### src/rtl/regtest_regs.svh
// Operation
// - stack pointer tested as one 16-bit quantity
// - first stack pointer write is 5555h
// - first stack read must equal 5554h
// - second stack pointer write is AAAAh
// - second stack read must equal AAAAh
// - code bank register tested as 8 bits
// - code bank write 05h, read must match
// - code bank write 0Ah, read must match
// - code bank compares only low four bits
// - save register first, restore at finish
// - result one when any compare fails
`ifndef REGTEST_REGS_SVH
`define REGTEST_REGS_SVH
// ----------------------------------------
// test patterns and expected read values
// ----------------------------------------
`define SP_PAT1      16'h5555
`define SP_EXP1      16'h5554
`define SP_PAT2      16'hAAAA
`define SP_EXP2      16'hAAAA
`define CB_PAT1      8'h05
`define CB_PAT2      8'h0A
`define CB_LOW_MASK  8'h0F
`define SP_RESET     16'h0000
`define CB_RESET     8'h00
`define RES_PASS     1'b0
`define RES_FAIL     1'b1
`endif

### src/rtl/regtest_pkg.sv
package regtest_pkg;
   // which register a test run targets
   typedef enum logic [0:0] {
      TGT_STACK = 1'b0,
      TGT_BANK  = 1'b1
   } target_t;
   // sequencer states
   typedef enum logic [2:0] {
      ST_IDLE  = 3'b000,
      ST_SAVE  = 3'b001,
      ST_WR1   = 3'b010,
      ST_CHK1  = 3'b011,
      ST_WR2   = 3'b100,
      ST_CHK2  = 3'b101,
      ST_REST  = 3'b110,
      ST_DONE  = 3'b111
   } state_t;
endpackage

### src/rtl/reg_selftest.sv
`timescale 1ns/1ns
`include "regtest_regs.svh"
// ----------------------------------------
// stack pointer and code bank self-test
// ----------------------------------------
module reg_selftest #(
   parameter int SP_W = 16,
   parameter int CB_W = 8
) (
   input  wire logic                 ref_clk,     // 25 MHz clock
   input  wire logic                 reset,       // sync reset, high
   input  wire logic                 start,       // one-cycle start pulse
   input  wire regtest_pkg::target_t target,      // register to test
   output logic                      busy,        // test in progress
   output logic                      done,        // one-cycle done pulse
   output logic                      result,      // 0 pass, 1 fail
   output logic [SP_W-1:0]           sp_value,    // stack pointer contents
   output logic [CB_W-1:0]           cb_value     // code bank contents
);
   import regtest_pkg::*;

   // ----------------------------------------
   // elaboration check
   // ----------------------------------------
   if (SP_W != 16 || CB_W != 8) begin : g_bad_width
      $error("reg_selftest supports only 16-bit sp and 8-bit bank");
   end

   // ----------------------------------------
   // declarations
   // ----------------------------------------
   state_t          state_r;      // sequencer state
   state_t          state_nxt;    // next state
   target_t         tgt_r;        // latched target
   target_t         tgt_nxt;      // next target
   logic [SP_W-1:0] save_r;       // saved original value
   logic [SP_W-1:0] save_nxt;     // next saved value
   logic            fail_r;       // any compare failed
   logic            fail_nxt;     // next fail flag
   logic            busy_r;       // busy output register
   logic            busy_nxt;     // next busy
   logic            done_r;       // done output register
   logic            done_nxt;     // next done
   logic            result_r;     // result output register
   logic            result_nxt;   // next result
   logic            sp_we;        // stack pointer write strobe
   logic            cb_we;        // code bank write strobe
   logic [SP_W-1:0] wdata;        // write data to registers
   logic [SP_W-1:0] sp_rdata;     // stack pointer read-back
   logic [CB_W-1:0] cb_rdata;     // code bank read-back

   // ----------------------------------------
   // helper functions
   // ----------------------------------------
   // pattern written in pass one or two
   function automatic logic [SP_W-1:0] pattern(input target_t t, input logic second);
      logic [SP_W-1:0] p;
      p = '0;
      if (t == TGT_STACK) begin
         p = second ? `SP_PAT2 : `SP_PAT1;
      end else begin
         p = {8'h00, (second ? `CB_PAT2 : `CB_PAT1)};
      end
      return p;
   endfunction

   // true when read-back differs from expectation
   function automatic logic mismatch(input target_t t, input logic second,
                                     input logic [SP_W-1:0] sp, input logic [CB_W-1:0] cb);
      logic m;
      m = 1'b0;
      if (t == TGT_STACK) begin
         m = sp != (second ? `SP_EXP2 : `SP_EXP1);
      end else begin
         // only low nibble is meaningful; upper bits read zero
         m = (cb & `CB_LOW_MASK) != ((second ? `CB_PAT2 : `CB_PAT1) & `CB_LOW_MASK);
      end
      return m;
   endfunction

   // ----------------------------------------
   // register under test
   // ----------------------------------------
   cpu_regs #(
      .SP_W (SP_W),
      .CB_W (CB_W)
   ) u_regs (
      .ref_clk  (ref_clk),
      .reset    (reset),
      .sp_we    (sp_we),
      .cb_we    (cb_we),
      .wdata    (wdata),
      .sp_rdata (sp_rdata),
      .cb_rdata (cb_rdata)
   );

   // ----------------------------------------
   // write strobes to the register model
   // ----------------------------------------
   // decoded from current state; read data returns one cycle later
   always_comb begin
      sp_we = 1'b0;
      cb_we = 1'b0;
      wdata = '0;
      unique case (state_r)
         ST_WR1, ST_WR2: begin
            // apply test pattern
            wdata = pattern(tgt_r, state_r == ST_WR2);
            sp_we = (tgt_r == TGT_STACK);
            cb_we = (tgt_r == TGT_BANK);
         end
         ST_REST: begin
            // put back original content
            wdata = save_r;
            sp_we = (tgt_r == TGT_STACK);
            cb_we = (tgt_r == TGT_BANK);
         end
         ST_IDLE, ST_SAVE, ST_CHK1, ST_CHK2, ST_DONE: begin
            wdata = '0;
         end
      endcase
   end

   // ----------------------------------------
   // sequencer next state
   // ----------------------------------------
   // caller keeps interrupts blocked from start to done
   always_comb begin
      state_nxt  = state_r;
      tgt_nxt    = tgt_r;
      save_nxt   = save_r;
      fail_nxt   = fail_r;
      busy_nxt   = busy_r;
      done_nxt   = 1'b0;
      result_nxt = result_r;
      unique case (state_r)
         ST_IDLE: begin
            // starts ignored while busy; only taken here
            if (start) begin
               tgt_nxt   = target;
               fail_nxt  = 1'b0;
               busy_nxt  = 1'b1;
               state_nxt = ST_SAVE;
            end
         end
         ST_SAVE: begin
            // capture original before first write
            save_nxt  = (tgt_r == TGT_STACK) ? sp_rdata : {8'h00, cb_rdata};
            state_nxt = ST_WR1;
         end
         ST_WR1: begin
            state_nxt = ST_CHK1;
         end
         ST_CHK1: begin
            // first read-back compare
            if (mismatch(tgt_r, 1'b0, sp_rdata, cb_rdata)) begin
               fail_nxt = 1'b1;
            end
            state_nxt = ST_WR2;
         end
         ST_WR2: begin
            state_nxt = ST_CHK2;
         end
         ST_CHK2: begin
            // second read-back compare
            if (mismatch(tgt_r, 1'b1, sp_rdata, cb_rdata)) begin
               fail_nxt = 1'b1;
            end
            state_nxt = ST_REST;
         end
         ST_REST: begin
            // restore write issued this cycle
            state_nxt = ST_DONE;
         end
         ST_DONE: begin
            // restore is visible now; publish result with done
            done_nxt   = 1'b1;
            result_nxt = fail_r ? `RES_FAIL : `RES_PASS;
            busy_nxt   = 1'b0;
            state_nxt  = ST_IDLE;
         end
      endcase
   end

   // ----------------------------------------
   // sequencer registers
   // ----------------------------------------
   always_ff @(posedge ref_clk) begin
      if (reset) begin
         state_r  <= ST_IDLE;
         tgt_r    <= TGT_STACK;
         save_r   <= '0;
         fail_r   <= 1'b0;
         busy_r   <= 1'b0;
         done_r   <= 1'b0;
         result_r <= `RES_PASS;
      end else begin
         state_r  <= state_nxt;
         tgt_r    <= tgt_nxt;
         save_r   <= save_nxt;
         fail_r   <= fail_nxt;
         busy_r   <= busy_nxt;
         done_r   <= done_nxt;
         result_r <= result_nxt;
      end
   end

   // ----------------------------------------
   // outputs, all from flip-flops
   // ----------------------------------------
   // failure handler is invoked by the caller on result 1
   assign busy     = busy_r;
   assign done     = done_r;
   assign result   = result_r;
   assign sp_value = sp_rdata;
   assign cb_value = cb_rdata;
endmodule

### src/rtl/cpu_regs.sv
`timescale 1ns/1ns
`include "regtest_regs.svh"
// ----------------------------------------
// processor register model under test
// ----------------------------------------
module cpu_regs #(
   parameter int SP_W = 16,
   parameter int CB_W = 8
) (
   input  wire logic            ref_clk,   // system clock
   input  wire logic            reset,     // sync reset, high
   input  wire logic            sp_we,     // stack pointer write
   input  wire logic            cb_we,     // code bank write
   input  wire logic [SP_W-1:0] wdata,     // write data
   output logic      [SP_W-1:0] sp_rdata,  // stack pointer read, registered
   output logic      [CB_W-1:0] cb_rdata   // code bank read, registered
);
   logic [SP_W-1:0] stack_pointer_reg_r;   // stack pointer storage
   logic [SP_W-1:0] stack_pointer_reg_nxt; // next value
   logic [CB_W-1:0] code_bank_r;           // code bank storage
   logic [CB_W-1:0] code_bank_nxt;         // next value
   // next-state: lowest sp bit and top four bank bits are hard zero
   always_comb begin
      stack_pointer_reg_nxt = stack_pointer_reg_r;
      code_bank_nxt         = code_bank_r;
      if (sp_we) begin
         stack_pointer_reg_nxt = {wdata[SP_W-1:1], 1'b0};
      end
      if (cb_we) begin
         code_bank_nxt = wdata[CB_W-1:0] & `CB_LOW_MASK;
      end
   end
   // storage and registered read port
   always_ff @(posedge ref_clk) begin
      if (reset) begin
         stack_pointer_reg_r <= `SP_RESET;
         code_bank_r         <= `CB_RESET;
         sp_rdata            <= `SP_RESET;
         cb_rdata            <= `CB_RESET;
      end else begin
         stack_pointer_reg_r <= stack_pointer_reg_nxt;
         code_bank_r         <= code_bank_nxt;
         sp_rdata            <= stack_pointer_reg_nxt;
         cb_rdata            <= code_bank_nxt;
      end
   end
endmodule

### config.mk
export PLATFORM = sky130hd
export DESIGN_NAME = reg_selftest
export DESIGN_NICKNAME = d
export VERILOG_FILES = /design/src/rtl/regtest_pkg.sv /design/src/rtl/reg_selftest.sv /design/src/rtl/cpu_regs.sv
export VERILOG_INCLUDE_DIRS = /design/src /design/src/rtl
export SDC_FILE = /design/constraint.sdc
export NUM_CORES = 1
export LEC_CHECK = 0
export ABC_AREA = 1
export BUFFER_PORTS_ARGS = -buffer_cell sky130_fd_sc_hd__buf_2
export CAP_MARGIN = 20
export CORE_MARGIN = 3
export CORE_UTILIZATION = 51
export CTS_CLUSTER_SIZE = 40
export DETAILED_ROUTE_END_ITERATION = 12
export PLACE_DENSITY = 0.74
export REMOVE_ABC_BUFFERS = 1
export SETUP_SLACK_MARGIN = 0.05
export SLEW_MARGIN = 20
export SYNTH_ARGS = -nofsm -noshare
export SYNTH_HDL_FRONTEND = slang
export SYNTH_HIERARCHICAL = 1
export SYNTH_SLANG_ARGS = --single-unit
### constraint.sdc
create_clock -name ref_clk -period 1.7 [get_ports ref_clk]
set_input_delay 0.51 -clock ref_clk [delete_from_list [all_inputs] [get_ports ref_clk]]
set_output_delay 0.51 -clock ref_clk [all_outputs]
set_load 0.05 [all_outputs]
==> results.cfg <==
[timing]
finalHoldViolCount = 0
timing.final.crit_share = 0.983
clock_skew_ns = 0.0112
rsz0062_at_grt = true
setup_viol = 0
finalCriticalPeriod_ns = 1.67
slew_violations = 0
timing.final.ws_setup_ns = 0.0284
hold_ws_ns = 0.462
max_freq_mhz = 598

[floorplan]
die_area_um2 = 5350
rows = 23
start_util = 0.551
fp.dieW_um = 73.1
io_pins = 31
core-area_um2 = 4170
die_h_um = 73.1

[worst_setup_path]
max_stage_delay_ns = 0.34
cp-start-kind = register
rrSetupSlack_ns = 0.03
critPathBufInv = 5
critPathTopFamily = simple AND/OR/NAND/NOR gates
reg2reg_to = u_regs/stack_pointer_reg_r[5]
rr_worst_depth = 15
cp.required_ns = 1.93
crit_chain = inv_2 -> buf_6 -> ha_4 -> buf_6 -> nand2_4 -> inv_4 -> nor2_4 -> o211ai_4 -> nor2_4 -> nand2_4 -> nand2_1 -> inv_1 -> nand2_1 -> nand2_1 -> nor2_1
cp_max_fo = 6
worstSetupEndpointType = register
crit_arrival_ns = 1.90
crit_top_cell = nand2_1
slowest_stage = dfxtp_2
worstSetupPathType = register to register
rr_startpoint = state_r[0]

[place]
place_ws_ns = -0.280
placed_area_um2 = 2490
routabilityCongestion = 0.840
dp_hpwl_um = 3660
port_buffers = 25

[layout]
nFillCells = 393
area_growth_syn_to_layout_pct = 15.8
nets = 391
design_area_um2 = 2660
n_antenna_cell = 0
drive_gt1_frac = 0.249

[synth]
yosysMostFrequentCell = nand2_1
synth-async-reset-ratio = 0
yosysSeqAreaShare = 0.375
syn_inst = 343
ys_warn_count = 6
ys_top_cells_by_count = nand2_1, nor2_1, dfxtp_1
synth_ff_type = dfxtp_1
synth_top_cells_by_area = dfxtp_1, nand2_1, nor2_1, a21oi_1, inv_1
yosys.area.top_type = dfxtp_1
synth_area_um2 = 2300
synth_top_area_frac = 0.375
synth_area_per_cell_um2 = 6.70
ys_types = 28
ys_ff_latch = 43
synth_edf_count = 0

[drt]
drc = 0
wirelength_um = 5560
drt-initial-drc-count = 143
via_count = 2189
detail_route.first_pass.iterations = 5
via_per_inst = 5.07
wire_per_inst_um = 12.9
postRouteAntennaNets = 0

[flow_run]
cap_violations = 0

[global_route]
grt_pass1_wl_um = 9030
grt_util_all_layers = 0.214
grt.overflow.total = 0
grt_max_degree = 31
grt_pass1_vias = 1885
antenna_found_initial = 0

[cts]
clk_pin_slew_ns = 0.08
cts_buffers = 5
cts_num_sinks = 43
cts_buffer_depth = 2
htreeDepth = 2
cts_tree = built
root_buffer = clkbuf_8
clk_latency_ns = 0.30

[pwr]
irDropWorstVdd_mv = 1.21
p_per_area_nw_per_um2 = 1820
leakage_nw = 1.26

[run_status]
status = finished, final reports clean

[hold_path]
hold_depth = 2
min_from = result
hold_path_class = register to register
holdPathEnd = result
## layer usage
metal	routed length, um	GRT usage
met3	345	0.0441
met2	2550	0.323
met4	72	0.0697
met1	2590	0.303
met5	0	0
## area by class of cell
| type | count | area [um^2] | area share |
|---|---|---|---|
| tap | 50 | 62.6 | 0.0235 |
| clock buffer | 6 | 72.6 | 0.0273 |
| inverter | 39 | 151 | 0.0569 |
| sequential | 43 | 865 | 0.325 |
| timing repair buffer | 48 | 305 | 0.115 |
| multi-input combinational | 246 | 1200 | 0.453 |
## where the power goes
part           internal, mW  switching [mW]  total [mW]
clock                 0.274           0.332       0.607
sequential             1.34           0.309        1.65
combinational         0.836            1.74        2.58
## flip-flops by register name (all words and copies together) (netlist names)
name                        count
result                          1
fail_r                          1
busy                            1
done                            1
state_r                         3
u_regs/stack_pointer_reg_r     15
save_r                         16
tgt_r                           1
u_regs/code_bank_r              4
## per-stage QoR
stage | setup TNS, ns | utilization | total power, mW | std cells
after floorplan | -9.83 | - | 3.35 | 327
after global routing | -0.748 | 0.638 | 5.19 | 432
after detailed placement | -3.91 | 0.597 | 4.06 | 422
after global placement | -2.32 | 0.597 | 4.01 | 422
final | 0 | 0.638 | 4.84 | 432
after CTS | 0 | 0.628 | 4.75 | 430
## worst max path at each step
| stage | cells past startpoint | slack [ns] | from | endpoint |
|---|---|---|---|---|
| 6_report | 15 | 0.03 | state_r[0] | u_regs/stack_pointer_reg_r[5] |
| 5_1_grt | 15 | -0.10 | state_r[0] | u_regs/stack_pointer_reg_r[5] |
| 4_1_cts | 15 | 0.006 | state_r[0] | u_regs/stack_pointer_reg_r[12] |
| 3_5_place_dp | 9 | -0.28 | state_r[1] | u_regs/stack_pointer_reg_r[9] |
| 3_3_place_gp | 9 | -0.17 | state_r[0] | u_regs/stack_pointer_reg_r[2] |
| 2_1_floorplan | 7 | -0.67 | state_r[2] | u_regs/stack_pointer_reg_r[3] |
## logic make-up (layout without fill, tap and decap cells)
family                   Yosys count  in the layout  share of synthesized area
adder cells (fa/ha/maj)            4              4                     0.0218
buffers and inverters             59             93                      0.136
flip-flops                        43             43                      0.375
other                              1              5                    0.00163
AND/OR/NAND/NOR                  190            191                      0.355
AO/OA/AOI/OAI                     46             46                      0.111
## worst min-delay path: stages, from the launching register on
cell and delay [ns]:
dfxtp_1 0.31, nand2_1 0.06, a21oi_1 0.05
## placed cells by master, fill, tap and decap left out
cell type	instances
nor3_4	1
buf_6	2
nor2_1	53
nand2_2	8
nor3b_1	1
o21ai_0	15
conb_1	5
nand3_1	12
nor2_2	4
ha_4	2
inv_1	27
clkbuf_8	5
a31oi_1	1
inv_4	2
dfxtp_1	40
dfxtp_2	3
a311oi_1	1
nand4_1	2
nand2_4	3
inv_2	10
buf_2	25
o21bai_1	1
o211ai_4	1
a21oi_1	27
nor2_4	6
nand2_1	98
or2_2	2
nor3_1	1
buf_4	21
clkbuf_1	1
ha_1	2
## what timing repair did
action / 4_1_cts / 5_1_grt
pin swaps: 6 / 5
resized for setup: 10 / 19
setup endpoints to repair: 19 / 19
setup buffers: 2 / 2
cloned: 0 / 1
hold buffers: 0 / 0
Power figures use the tool's default switching activity.
